### src/hw/torque_off_pkg.sv
package torque_off_pkg;
	localparam int unsigned CLK_HZ = 100_000_000;
	localparam int unsigned CLK_PERIOD_NS = 10;
	// Times as printed, in their own units
	localparam int unsigned TEST_PULSE_IGNORE_TIME_MS = 1;
	localparam int unsigned TEST_PULSE_SPACING_MS = 10;
	localparam int unsigned MISMATCH_MIN_MS = 120;
	localparam int unsigned MISMATCH_MAX_MS = 240;
	localparam int unsigned SHUTDOWN_LATENCY_MS = 50;
	// Mismatch limit placed mid band
	localparam int unsigned CHANNEL_MISMATCH_LIMIT_MS = (MISMATCH_MIN_MS + MISMATCH_MAX_MS) / 2;
	localparam int unsigned CYC_PER_MS = CLK_HZ / 1000;
	// Filter must ride through 1 ms pulses; two extra cycles cover the synchroniser slack
	localparam int unsigned FILTER_CYC_DEF = TEST_PULSE_IGNORE_TIME_MS * CYC_PER_MS + 2;
	localparam int unsigned MISMATCH_CYC_DEF = CHANNEL_MISMATCH_LIMIT_MS * CYC_PER_MS;
	localparam int unsigned SUPPLY_CYC_DEF = 1 * CYC_PER_MS;
	localparam int unsigned CNT_W = 32;
	localparam logic [CNT_W-1:0] CNT_RST = 32'h0000_0000;
	localparam logic RELAY_CLOSED = 1'b1;
endpackage

### src/hw/demand_filter.sv
`timescale 1ns/1ps
// Ignores low pulses no longer than the ignore time; output low = demand
module demand_filter #(
	parameter int unsigned FILTER_CYC = torque_off_pkg::FILTER_CYC_DEF
) (
	// Clock and reset
	input  wire logic ref_clk,
	input  wire logic rstn,
	// Synchronised level in, filtered level out
	input  wire logic level_in,
	output logic      level_out
);
	typedef struct packed {
		logic                                  out;
		logic [torque_off_pkg::CNT_W-1:0]      cnt;
	} filt_s;
	filt_s st_ff, nxt_st;

	always_comb begin
		nxt_st = st_ff;
		if (level_in) begin
			nxt_st.cnt = torque_off_pkg::CNT_RST;
			nxt_st.out = 1'b1;
		end else if (st_ff.out) begin
			// Low must outlast the ignore time before it counts as demand
			if (st_ff.cnt >= FILTER_CYC[torque_off_pkg::CNT_W-1:0]) begin
				nxt_st.out = 1'b0;
			end else begin
				nxt_st.cnt = st_ff.cnt + 32'h0000_0001;
			end
		end
	end

	always_ff @(posedge ref_clk or negedge rstn) begin
		if (!rstn) begin
			st_ff <= '{out: 1'b0, cnt: torque_off_pkg::CNT_RST};
		end else begin
			st_ff <= nxt_st;
		end
	end

	assign level_out = st_ff.out;
endmodule

### src/hw/torque_off_monitor.sv
`timescale 1ns/1ps
// Operation
// - A low input demands torque-off; both high with no fault permits torque.
// - Disagreement shorter than 120 ms never raises a fault.
// - Disagreement longer than 240 ms raises an external fault, torque-off and opens the relay.
// - The mismatch threshold may lie anywhere between 120 ms and 240 ms.
// - Every fault forces torque-off and opens the fault relay.
// - The relay stays closed while no fault has been seen since power-up.
// - A latched fault holds relay open and safe state whatever the inputs do.
// - Torque is cut within 50 ms of the first input demanding it.
// - Low pulses of 1 ms or less spaced 10 ms apart are ignored.
// - Gate isolator supplies disagreeing or out of range is an internal fault.
// - Loss of the input feed supply on overcurrent acts as a torque-off demand.
// - A channel stuck released is only found when the other demands and mismatch persists.
module torque_off_monitor #(
	parameter int unsigned MISMATCH_CYC = torque_off_pkg::MISMATCH_CYC_DEF,
	parameter int unsigned FILTER_CYC   = torque_off_pkg::FILTER_CYC_DEF,
	parameter int unsigned SUPPLY_CYC   = torque_off_pkg::SUPPLY_CYC_DEF
) (
	// Clock and power-on reset
	input  wire logic ref_clk,
	input  wire logic rstn,
	// Torque-off demand pins, low = demand
	input  wire logic safe_torque_off_1_n,
	input  wire logic safe_torque_off_2_n,
	// Gate isolator supply monitors, high = in range
	input  wire logic hs_supply_ok,
	input  wire logic ls_supply_ok,
	// Auxiliary input feed, high = healthy
	input  wire logic aux_supply_ok,
	// Outputs
	output logic      torque_enable,
	output logic      fault_relay_contact_a,
	output logic      fault_relay_contact_b,
	output logic      ext_fault,
	output logic      int_fault
);
	typedef enum logic [2:0] {
		ST_BLOCKED = 3'h1,
		ST_RUN     = 3'h2,
		ST_FAULT   = 3'h4
	} mon_e;

	typedef struct packed {
		logic [1:0]                       sync1;
		logic [1:0]                       sync2;
		logic [2:0]                       sup1;
		logic [2:0]                       sup2;
		logic [torque_off_pkg::CNT_W-1:0] mis_cnt;
		logic [torque_off_pkg::CNT_W-1:0] sup_cnt;
		mon_e                             state;
		logic                             ext_f;
		logic                             int_f;
		logic                             torque;
		logic                             relay;
	} mon_s;

	mon_s st_ff, nxt_st;
	logic feed_ok;
	logic ch1_raw;
	logic ch2_raw;
	logic ch1_lvl;
	logic ch2_lvl;
	logic both_released;
	logic mismatch;
	logic sup_low;
	logic sup_diff;
	logic supply_bad;
	logic fault_now;

	// Limits cut to counter width once, so every compare is the same size
	localparam logic [torque_off_pkg::CNT_W-1:0] MIS_LIM =
		MISMATCH_CYC[torque_off_pkg::CNT_W-1:0];
	localparam logic [torque_off_pkg::CNT_W-1:0] SUP_LIM =
		SUPPLY_CYC[torque_off_pkg::CNT_W-1:0];

	// Saturating count: a held condition must never wrap back below its limit
	function automatic logic [torque_off_pkg::CNT_W-1:0] sat_inc(
		input logic [torque_off_pkg::CNT_W-1:0] cnt,
		input logic [torque_off_pkg::CNT_W-1:0] lim
	);
		logic [torque_off_pkg::CNT_W-1:0] res;
		res = cnt;
		if (cnt < lim) begin
			res = cnt + 32'h0000_0001;
		end
		return res;
	endfunction

	// Limit reached once the count stands at or above it
	function automatic logic reached(
		input logic [torque_off_pkg::CNT_W-1:0] cnt,
		input logic [torque_off_pkg::CNT_W-1:0] lim
	);
		return cnt >= lim;
	endfunction

	// Relay level for a state: open only in the fault state
	function automatic logic relay_for(input mon_e s);
		logic lvl;
		lvl = torque_off_pkg::RELAY_CLOSED;
		if (s == ST_FAULT) begin
			lvl = ~torque_off_pkg::RELAY_CLOSED;
		end
		return lvl;
	endfunction

	// Feed loss pulls both channels to demand, after its own synchroniser
	assign feed_ok = st_ff.sup2[2];
	assign ch1_raw = st_ff.sync2[0] & feed_ok;
	assign ch2_raw = st_ff.sync2[1] & feed_ok;

	// One filter per channel, so a test pulse on one input cannot mask the other
	demand_filter #(.FILTER_CYC(FILTER_CYC)) u_filt1 (
		.ref_clk   (ref_clk),
		.rstn      (rstn),
		.level_in  (ch1_raw),
		.level_out (ch1_lvl)
	);
	demand_filter #(.FILTER_CYC(FILTER_CYC)) u_filt2 (
		.ref_clk   (ref_clk),
		.rstn      (rstn),
		.level_in  (ch2_raw),
		.level_out (ch2_lvl)
	);

	// Torque needs both filtered channels released
	assign both_released = ch1_lvl & ch2_lvl;

	always_comb begin
		nxt_st = st_ff;
		// Two flops per pin before anything reads it
		nxt_st.sync1 = {safe_torque_off_2_n, safe_torque_off_1_n};
		nxt_st.sync2 = st_ff.sync1;
		nxt_st.sup1 = {aux_supply_ok, ls_supply_ok, hs_supply_ok};
		nxt_st.sup2 = st_ff.sup1;

		// Stuck-released channel shows only here, once the other demands
		mismatch = ch1_lvl ^ ch2_lvl;
		if (mismatch) begin
			nxt_st.mis_cnt = sat_inc(st_ff.mis_cnt, MIS_LIM);
		end else begin
			nxt_st.mis_cnt = torque_off_pkg::CNT_RST;
		end

		// Either isolator group low, or the two groups disagreeing
		sup_low = !st_ff.sup2[0] | !st_ff.sup2[1];
		sup_diff = st_ff.sup2[0] ^ st_ff.sup2[1];
		supply_bad = sup_low | sup_diff;
		// Brief supply glitch tolerated for a short settle time
		if (supply_bad) begin
			nxt_st.sup_cnt = sat_inc(st_ff.sup_cnt, SUP_LIM);
		end else begin
			nxt_st.sup_cnt = torque_off_pkg::CNT_RST;
		end

		// Flags are only ever set here; nothing but reset clears them
		if (reached(st_ff.mis_cnt, MIS_LIM)) begin
			nxt_st.ext_f = 1'b1;
		end
		if (reached(st_ff.sup_cnt, SUP_LIM)) begin
			nxt_st.int_f = 1'b1;
		end
		fault_now = nxt_st.ext_f | nxt_st.int_f;

		// Either filtered channel low blocks torque straight away
		case (st_ff.state)
			ST_BLOCKED: begin
				if (fault_now) begin
					nxt_st.state = ST_FAULT;
				end else if (both_released) begin
					nxt_st.state = ST_RUN;
				end
			end
			ST_RUN: begin
				if (fault_now) begin
					nxt_st.state = ST_FAULT;
				end else if (!both_released) begin
					nxt_st.state = ST_BLOCKED;
				end
			end
			ST_FAULT: begin
				// No input leaves this state, so the operator must see the trip
				nxt_st.state = ST_FAULT;
			end
			default: begin
				nxt_st.state = ST_FAULT;
			end
		endcase

		// Outputs decoded from the next state so they change with it
		nxt_st.torque = (nxt_st.state == ST_RUN);
		nxt_st.relay = relay_for(nxt_st.state);
	end

	// Fault latch leaves ST_FAULT only through reset
	// Zeros in the sync stages read as demand and bad supply, the safe side
	always_ff @(posedge ref_clk or negedge rstn) begin
		if (!rstn) begin
			st_ff <= '{
				sync1:   2'h0,
				sync2:   2'h0,
				sup1:    3'h0,
				sup2:    3'h0,
				mis_cnt: torque_off_pkg::CNT_RST,
				sup_cnt: torque_off_pkg::CNT_RST,
				state:   ST_BLOCKED,
				ext_f:   1'b0,
				int_f:   1'b0,
				torque:  1'b0,
				relay:   torque_off_pkg::RELAY_CLOSED
			};
		end else begin
			st_ff <= nxt_st;
		end
	end

	// Every output comes straight from its register
	assign torque_enable = st_ff.torque;
	assign fault_relay_contact_a = st_ff.relay;
	assign fault_relay_contact_b = st_ff.relay;
	assign ext_fault = st_ff.ext_f;
	assign int_fault = st_ff.int_f;
endmodule

### config.mk
export PLATFORM = sky130hd
export DESIGN_NAME = torque_off_monitor
export DESIGN_NICKNAME = d
export VERILOG_FILES = /design/src/hw/torque_off_pkg.sv /design/src/hw/demand_filter.sv /design/src/hw/torque_off_monitor.sv
export SDC_FILE = /design/constraint.sdc
export NUM_CORES = 1
export LEC_CHECK = 0
export ABC_AREA = 1
export ABC_CLOCK_PERIOD_IN_PS = 2100
export BUFFER_PORTS_ARGS = -buffer_cell sky130_fd_sc_hd__buf_2
export CORE_ASPECT_RATIO = 1.25
export CORE_MARGIN = 2
export CORE_UTILIZATION = 45
export CTS_BUF_LIST = sky130_fd_sc_hd__clkbuf_2 sky130_fd_sc_hd__clkbuf_4 sky130_fd_sc_hd__clkbuf_8
export CTS_CLUSTER_SIZE = 25
export DETAILED_ROUTE_END_ITERATION = 8
export PLACE_DENSITY = 0.57
export SLEW_MARGIN = 10
export SYNTH_ARGS = -nofsm -noshare
export SYNTH_HDL_FRONTEND = slang
export SYNTH_SLANG_ARGS = --single-unit
### constraint.sdc
create_clock -name ref_clk -period 2.1 [get_ports ref_clk]
set_clock_uncertainty 0.2 [all_clocks]
set_input_delay 0.105 -clock ref_clk [delete_from_list [all_inputs] [get_ports ref_clk]]
set_output_delay 0.105 -clock ref_clk [all_outputs]
set_load 0.02 [all_outputs]
==> results of run 1 <==
==> how the worst min path moves through the flow <==
stage,end,slack (ps)
detailed placement,u_filt1.st_ff[10],-110
floorplan,ext_fault,-390
global placement,u_filt1.st_ff[12],-110
global route,nxt_st[77],60
CTS,nxt_st[77],60
finish,nxt_st[77],90
==> logic make-up after synthesis <==
family	Yosys count	share of synthesized area, %
compound gates	22	1.61
xor+xnor	43	4.70
fa+ha+maj	9	1.40
buf+inv	174	9.49
flops	147	45.9
simple gates	671	36.9
==> synth_stat cells (2+ instances only) <==
master,count
nand4_1,21
nand2_4,6
inv_1,132
nor2_2,3
buf_6,10
o21ai_1,2
xnor2_1,7
a21oi_1,2
dfstp_2,2
o21bai_1,2
nor3_1,36
o21ai_2,2
nand2_2,4
inv_2,4
ha_1,9
dfrtp_1,145
nor4_1,10
buf_2,9
clkbuf_1,11
xor2_1,36
nand3b_1,12
nor2_1,162
buf_4,5
o21ai_0,12
nand2_1,272
buf_1,2
nand3_1,137
==> layer usage <==
| metal | GRT usage, % | vias to the layer above | part of all wire [%] |
|---|---|---|---|
| met3 | 3.58 | 16 | 2.3 |
| met2 | 32.4 | 60 | 50 |
| met5 | 0 | - | 0 |
| met1 | 24.7 | 3018 | 46 |
| li1 | - | 3394 | - |
| met4 | 6.33 | 0 | 1.3 |
==> report_power, final <==
part | switching, mW | internal, mW
registers | 0.124 | 2.92
logic | 0.241 | 0.159
clock network | 1.15 | 1.24
==> registers in the layout, indices dropped and copies added, names as in the netlist <==
name and flops:
feed_ok 1, st_ff 71, u_filt2.level_out 1, u_filt2.st_ff 32, nxt_st 5, torque_enable 1
u_filt1.st_ff 32, fault_relay_contact_a 1, u_filt1.level_out 1, int_fault 1, ext_fault 1
==> area by class of cell <==
cell class | count | share of cell area, %
Clock inverter | 13 | 1.97
Tap cell | 224 | 3.17
Multi-Input combinational cell | 745 | 40.6
Clock buffer | 19 | 2.88
Inverter | 137 | 5.84
Sequential cell | 147 | 41.6
Timing Repair Buffer | 45 | 3.92
==> per-stage QoR <==
stage,instance area (um^2),instances,setup WS (ps)
after floorplan,8020,1066,372
after CTS,8830,1330,122
after global placement,8330,1291,182
after detailed placement,8330,1291,143
after global routing,8850,1330,5.91
final,8850,1330,191
==> repair_timing <==
item | 4_1_cts | 5_1_grt
hold buffers | 7 | 0
endpoints found under the setup margin | 0 | 50
endpoints found under the hold margin | 151 | 0
resized for setup | 0 | 2
==> layout by cell type, fill, tap and decap left out, types with 4 or more instances in the layout <==
| cell | synthesis | routed |
|---|---|---|
| nor2_1 | 162 | 162 |
| buf_4 | 5 | 26 |
| clkbuf_8 | 0 | 18 |
| nand2_4 | 6 | 4 |
| nand3_1 | 137 | 137 |
| dlygate4sd3_1 | 0 | 7 |
| inv_6 | 0 | 4 |
| nand2_2 | 4 | 4 |
| nor3_1 | 36 | 36 |
| xor2_1 | 36 | 36 |
| dfrtp_1 | 145 | 145 |
| nand4_1 | 21 | 21 |
| nand2_1 | 272 | 272 |
| xnor2_1 | 7 | 7 |
| inv_2 | 4 | 4 |
| ha_1 | 9 | 9 |
| nand3b_1 | 12 | 12 |
| nor4_1 | 10 | 10 |
| o21ai_0 | 12 | 12 |
| inv_1 | 132 | 132 |
| buf_2 | 9 | 10 |
==> metrics, run 1 <==
pin count of the biggest net entering global routing 52; total CTS buffers 17; Fillers 1,724; CP max-delay cell dfrtp_1; Final Cycle Share 90.9%; Die Wd 123 um; Area Overhead vs Synth 10.3%; Power Density 659 nW/um^2; Vias per Instance 4.88; initial drt markers 375; first-pass GRT wire length 29,500 um; antenna fix cells 0; Cell variety after synth 38; cell taking the most area after synthesis dfrtp_1; Root Driver clkbuf_8; Fmax 524 MHz; worst min-delay path class input port to flop; RSZ-0062 raised after global routing false; CP Capture Point u_filt2.st_ff[1]; Die ar. 18,900 um^2; setup TNS 0 ps; Mapped Avg Cell Area 7.52 um^2; Worst path top cell family by delay simple AND/OR/NAND/NOR gates; Max transition margin 53.2%; RePlAce Congestion 0.889; crit path kind flop to flop; CP startpoint kind flop; layout cells sized above 1 8.86%; initial core utilization 46.0%; Synth top area share 45.2%; Clock Tree Buf Depth 2; top post-synthesis cells by area dfrtp_1, nand2_1, nand3_1; Vert. Die Dim 153 um; status finished clean; Tot GR Track Use 19.3%; Max Cap Viol 0; GRT overflow 0; most used cell, CP nand2_1; via count 6,488; core area 17,400 um^2; WP depth 12; clock latency at the later pin of the worst-skew pair 450 ps; postcts setup bufs 0; min-delay src safe_torque_off_1_n; dpl hpwl 11,900 um; Reg-to-Reg End u_filt2.st_ff[1]; Max Transition Viols Final 0; chain of cells forming the critical path ha_1 > nor2_1 > nand2_1 > nand3_1 > nand2_1 > nand2_1 > nand2_1 > nand2_2 > nand2_4 > buf_4 > nand3_1 > o21ai_0; Reg area 3680 um^2; CP Buf/Inv Count 1; critical path peak fanout 7; crit-path max cell delay 460 ps; synthesized instance count 1,066; CTS H-tree lvls 4; Register-to-Register Setup Slack 190 ps; Routed wire per std cell 12.8 um; hold slack 89.7 ps; post-route ant nets 0; Async SR Flop Fraction 100%; number of cells on the worst hold path 2; layout net count 1,109; Multi-input gate area 3600 um^2; Max VDD drop 0.000397 V; final wirelength 17,000 um; worst slew pin tran 701 ps; initial antenna violation count 0; Post-synth EDFFs 0; # IOs 12; # rows 54; clk sinks 147; vias in the first global route 6,316; Worst setup startpoint u_filt2.st_ff[1]; syn_nets 1,082; Yosys Warn Count 0; total power 5.83 mW; Pre-antenna DRT Iters 4; number of synthesized register bits 147; post-layout util 50.8%; cell area after synthesis 8020 um^2; R2R depth 12; sequential share of the synthesized area 45.9%; r2r startpoint u_filt2.st_ff[1]; number of port buffers 11; clk slew on worst S/H paths 90 ps; Worst EP required 2240 ps; CTS tree yes; ys flop type dfrtp_1; Setup Viol. Count Final 0; crit path DAT 2040 ps; min Tclk post-route 1910 ps; DRC 0; Hold Vio Cnt, Final 0; Leak Pwr 4.35 nW; Worst Setup End Kind flop
Note: power is estimated with default switching activity, not from simulation.
==> run 2, diff against run 1 <==
ABC_CLOCK_PERIOD_IN_PS = 2200   (was 2100)
CAP_MARGIN = 10   (was unset)
clock period = 2.2 ns   (was 2.1 ns; I/O delays follow)
==> run 2 against run 1 <==
  * Sequential share of layout area rose by 0.54 points
  * Clock-buffer cell count shrank 1
  * Hold slack worse by 9.8 ps
  * Via count increased by 0.57%
  * Die area unchanged
  * Register-to-register slack improved by 40 ps
  * Critical path depth is 1 higher
  * Final cell count shrank 0.53%
  * First-iteration DRC count increased by 8.0%
  * Routed wire length about the same
  * Largest cell class unchanged
==> metrics, run 2 (same netlist as run 1, synthesis figures left out) <==
Hold Vio Cnt, Final 0; Top Registers st_ff: 71 flops, u_filt1.st_ff: 32 flops, u_filt2.st_ff: 32 flops; layout cells sized above 1 8.28%; commonest non-fill, non-tap cells in the layout nand2_1, nor2_1, dfrtp_1, nand3_1, inv_1; commonest non-fill, non-tap cell in the layout nand2_1; # rows 54; DRC 0; power share of the combinational group 7.2%; clock share of power 37.9%; Net Switching 1.51 mW; Leak Pwr 4.30 nW; vias in the first global route 6,262; Routed wire per std cell 12.9 um; most used cell, CP nand2_1; worst min-delay path class input port to flop; Root Driver clkbuf_8; final wirelength 17,000 um; Multi-input gate area 3590 um^2; Worst Setup Slack, final 229 ps; Setup Viol. Count Final 0; worst slew pin tran 693 ps; Place WS 215 ps; crit-path max cell delay 430 ps; Final Cycle Share 89.6%; CTS tree yes; Power Density 606 nW/um^2; RSZ-0062 raised after global routing false; GRT overflow 0; first-pass GRT wire length 29,500 um; dpl hpwl 11,900 um; core area 17,400 um^2; Reg area 3680 um^2; chain of cells forming the critical path inv_1 > ha_1 > nor2_1 > nand2_1 > nand3b_1 > nand2_1 > nand2_1 > nand2_1 > nand2_2 > nand2_4 > nand2_4 > nand2_1 > nand2_1; Worst EP required 2400 ps; sequential share of power 54.9%; critical path peak fanout 32; number of port buffers 11; max reg flops 71; CP startpoint kind flop; Die ar. 18,900 um^2; crit path kind flop to flop; clk slew on worst S/H paths 90 ps; Vert. Die Dim 153 um; status finished clean; post-route ant nets 0; Max Transition Viols Final 0; Max VDD drop 0.000319 V; CTS H-tree lvls 4; # IOs 12; pin count of the biggest net entering global routing 51; RePlAce Congestion 0.863; clk sinks 147; CP max-delay cell dfrtp_1; sw frac 28.5%; initial antenna violation count 0; Tot GR Track Use 19.3%; initial core utilization 46.0%; Largest Register st_ff; postcts setup bufs 0; min Tclk post-route 1970 ps; Die Wd 123 um; layout net count 1,102; crit path DAT 2170 ps; Max Cap Viol 0; clock latency at the later pin of the worst-skew pair 460 ps; via count 6,525; initial drt markers 405; Max transition margin 53.8%; Internal Power 3.78 mW; Vias per Instance 4.93; Worst Setup End Kind flop; setup TNS 0 ps; antenna fix cells 0; r2r startpoint u_filt1.st_ff[0]; Fillers 1,747; Pre-antenna DRT Iters 5; Area Overhead vs Synth 8.92%; Fmax 507 MHz; min-delay src ls_supply_ok; total CTS buffers 17; Clock Tree Buf Depth 2; Worst setup startpoint u_filt1.st_ff[0]
run 2: area by class of cell:
type	count	area share [%]
clock buffer	18	2.84
clock inverter	14	1.33
inverter	137	5.92
multi-input combinational	745	41.1
sequential	147	42.1
tap	224	3.21
timing repair buffer	38	3.51
run 2: critical path, delay by kind of cell (launching register included):
family,cells,cell delay [ps]
AND/OR/NAND/NOR,11,980
flip-flops,1,430
adder cells (fa/ha/maj),1,190
buffers and inverters,1,90
run 2: per-layer routing:
layer	routed length (um)	global-route usage, %	vias up
met4	230	5.41	0
li1	-	-	3385
met5	0	0	-
met2	8370	32.2	66
met3	405	3.73	20
met1	8040	25.4	3054
run 2: path summary, 6_finish.rpt:
path                                endpoint  slack, ps  cells after the start
max in group asynchronous  u_filt2.st_ff[31]        570                      4
min in group asynchronous  u_filt1.st_ff[12]        490                      3
max                         u_filt1.st_ff[4]        230                     13
max reg2reg                 u_filt1.st_ff[4]        230                     13
min reg2reg                        st_ff[77]        150                      0
min                               nxt_st[72]         80                      2
run 2: what timing repair did:
action,4_1_cts,5_1_grt
setup endpoints to repair,0,11
gates resized for setup,0,1
hold buffers,7,0
endpoints found under the hold margin,151,0
run 2: per-stage QoR:
stage | total power, mW | cells | instance area (um^2) | hold WS (ps) | util [%]
CTS | 5.37 | 1323 | 8730 | 46.8 | 50.1
global route | 5.56 | 1323 | 8740 | 50.8 | 50.1
global placement | 3.33 | 1284 | 8290 | -111 | 47.6
floorplan | 3.18 | 1066 | 8020 | -386 | -
finish | 5.29 | 1323 | 8740 | 79.9 | 50.1
detailed placement | 3.34 | 1284 | 8290 | -103 | 47.6
run 2: power groups by stage:
stage                     logic, mW  clock network, mW  registers, mW
after floorplan               0.251                  0           2.93
after global placement        0.374                  0           2.95
after detailed placement      0.382                  0           2.96
after CTS                     0.393               2.08           2.90
after global routing          0.450               2.19           2.92
final                         0.383               2.01           2.90
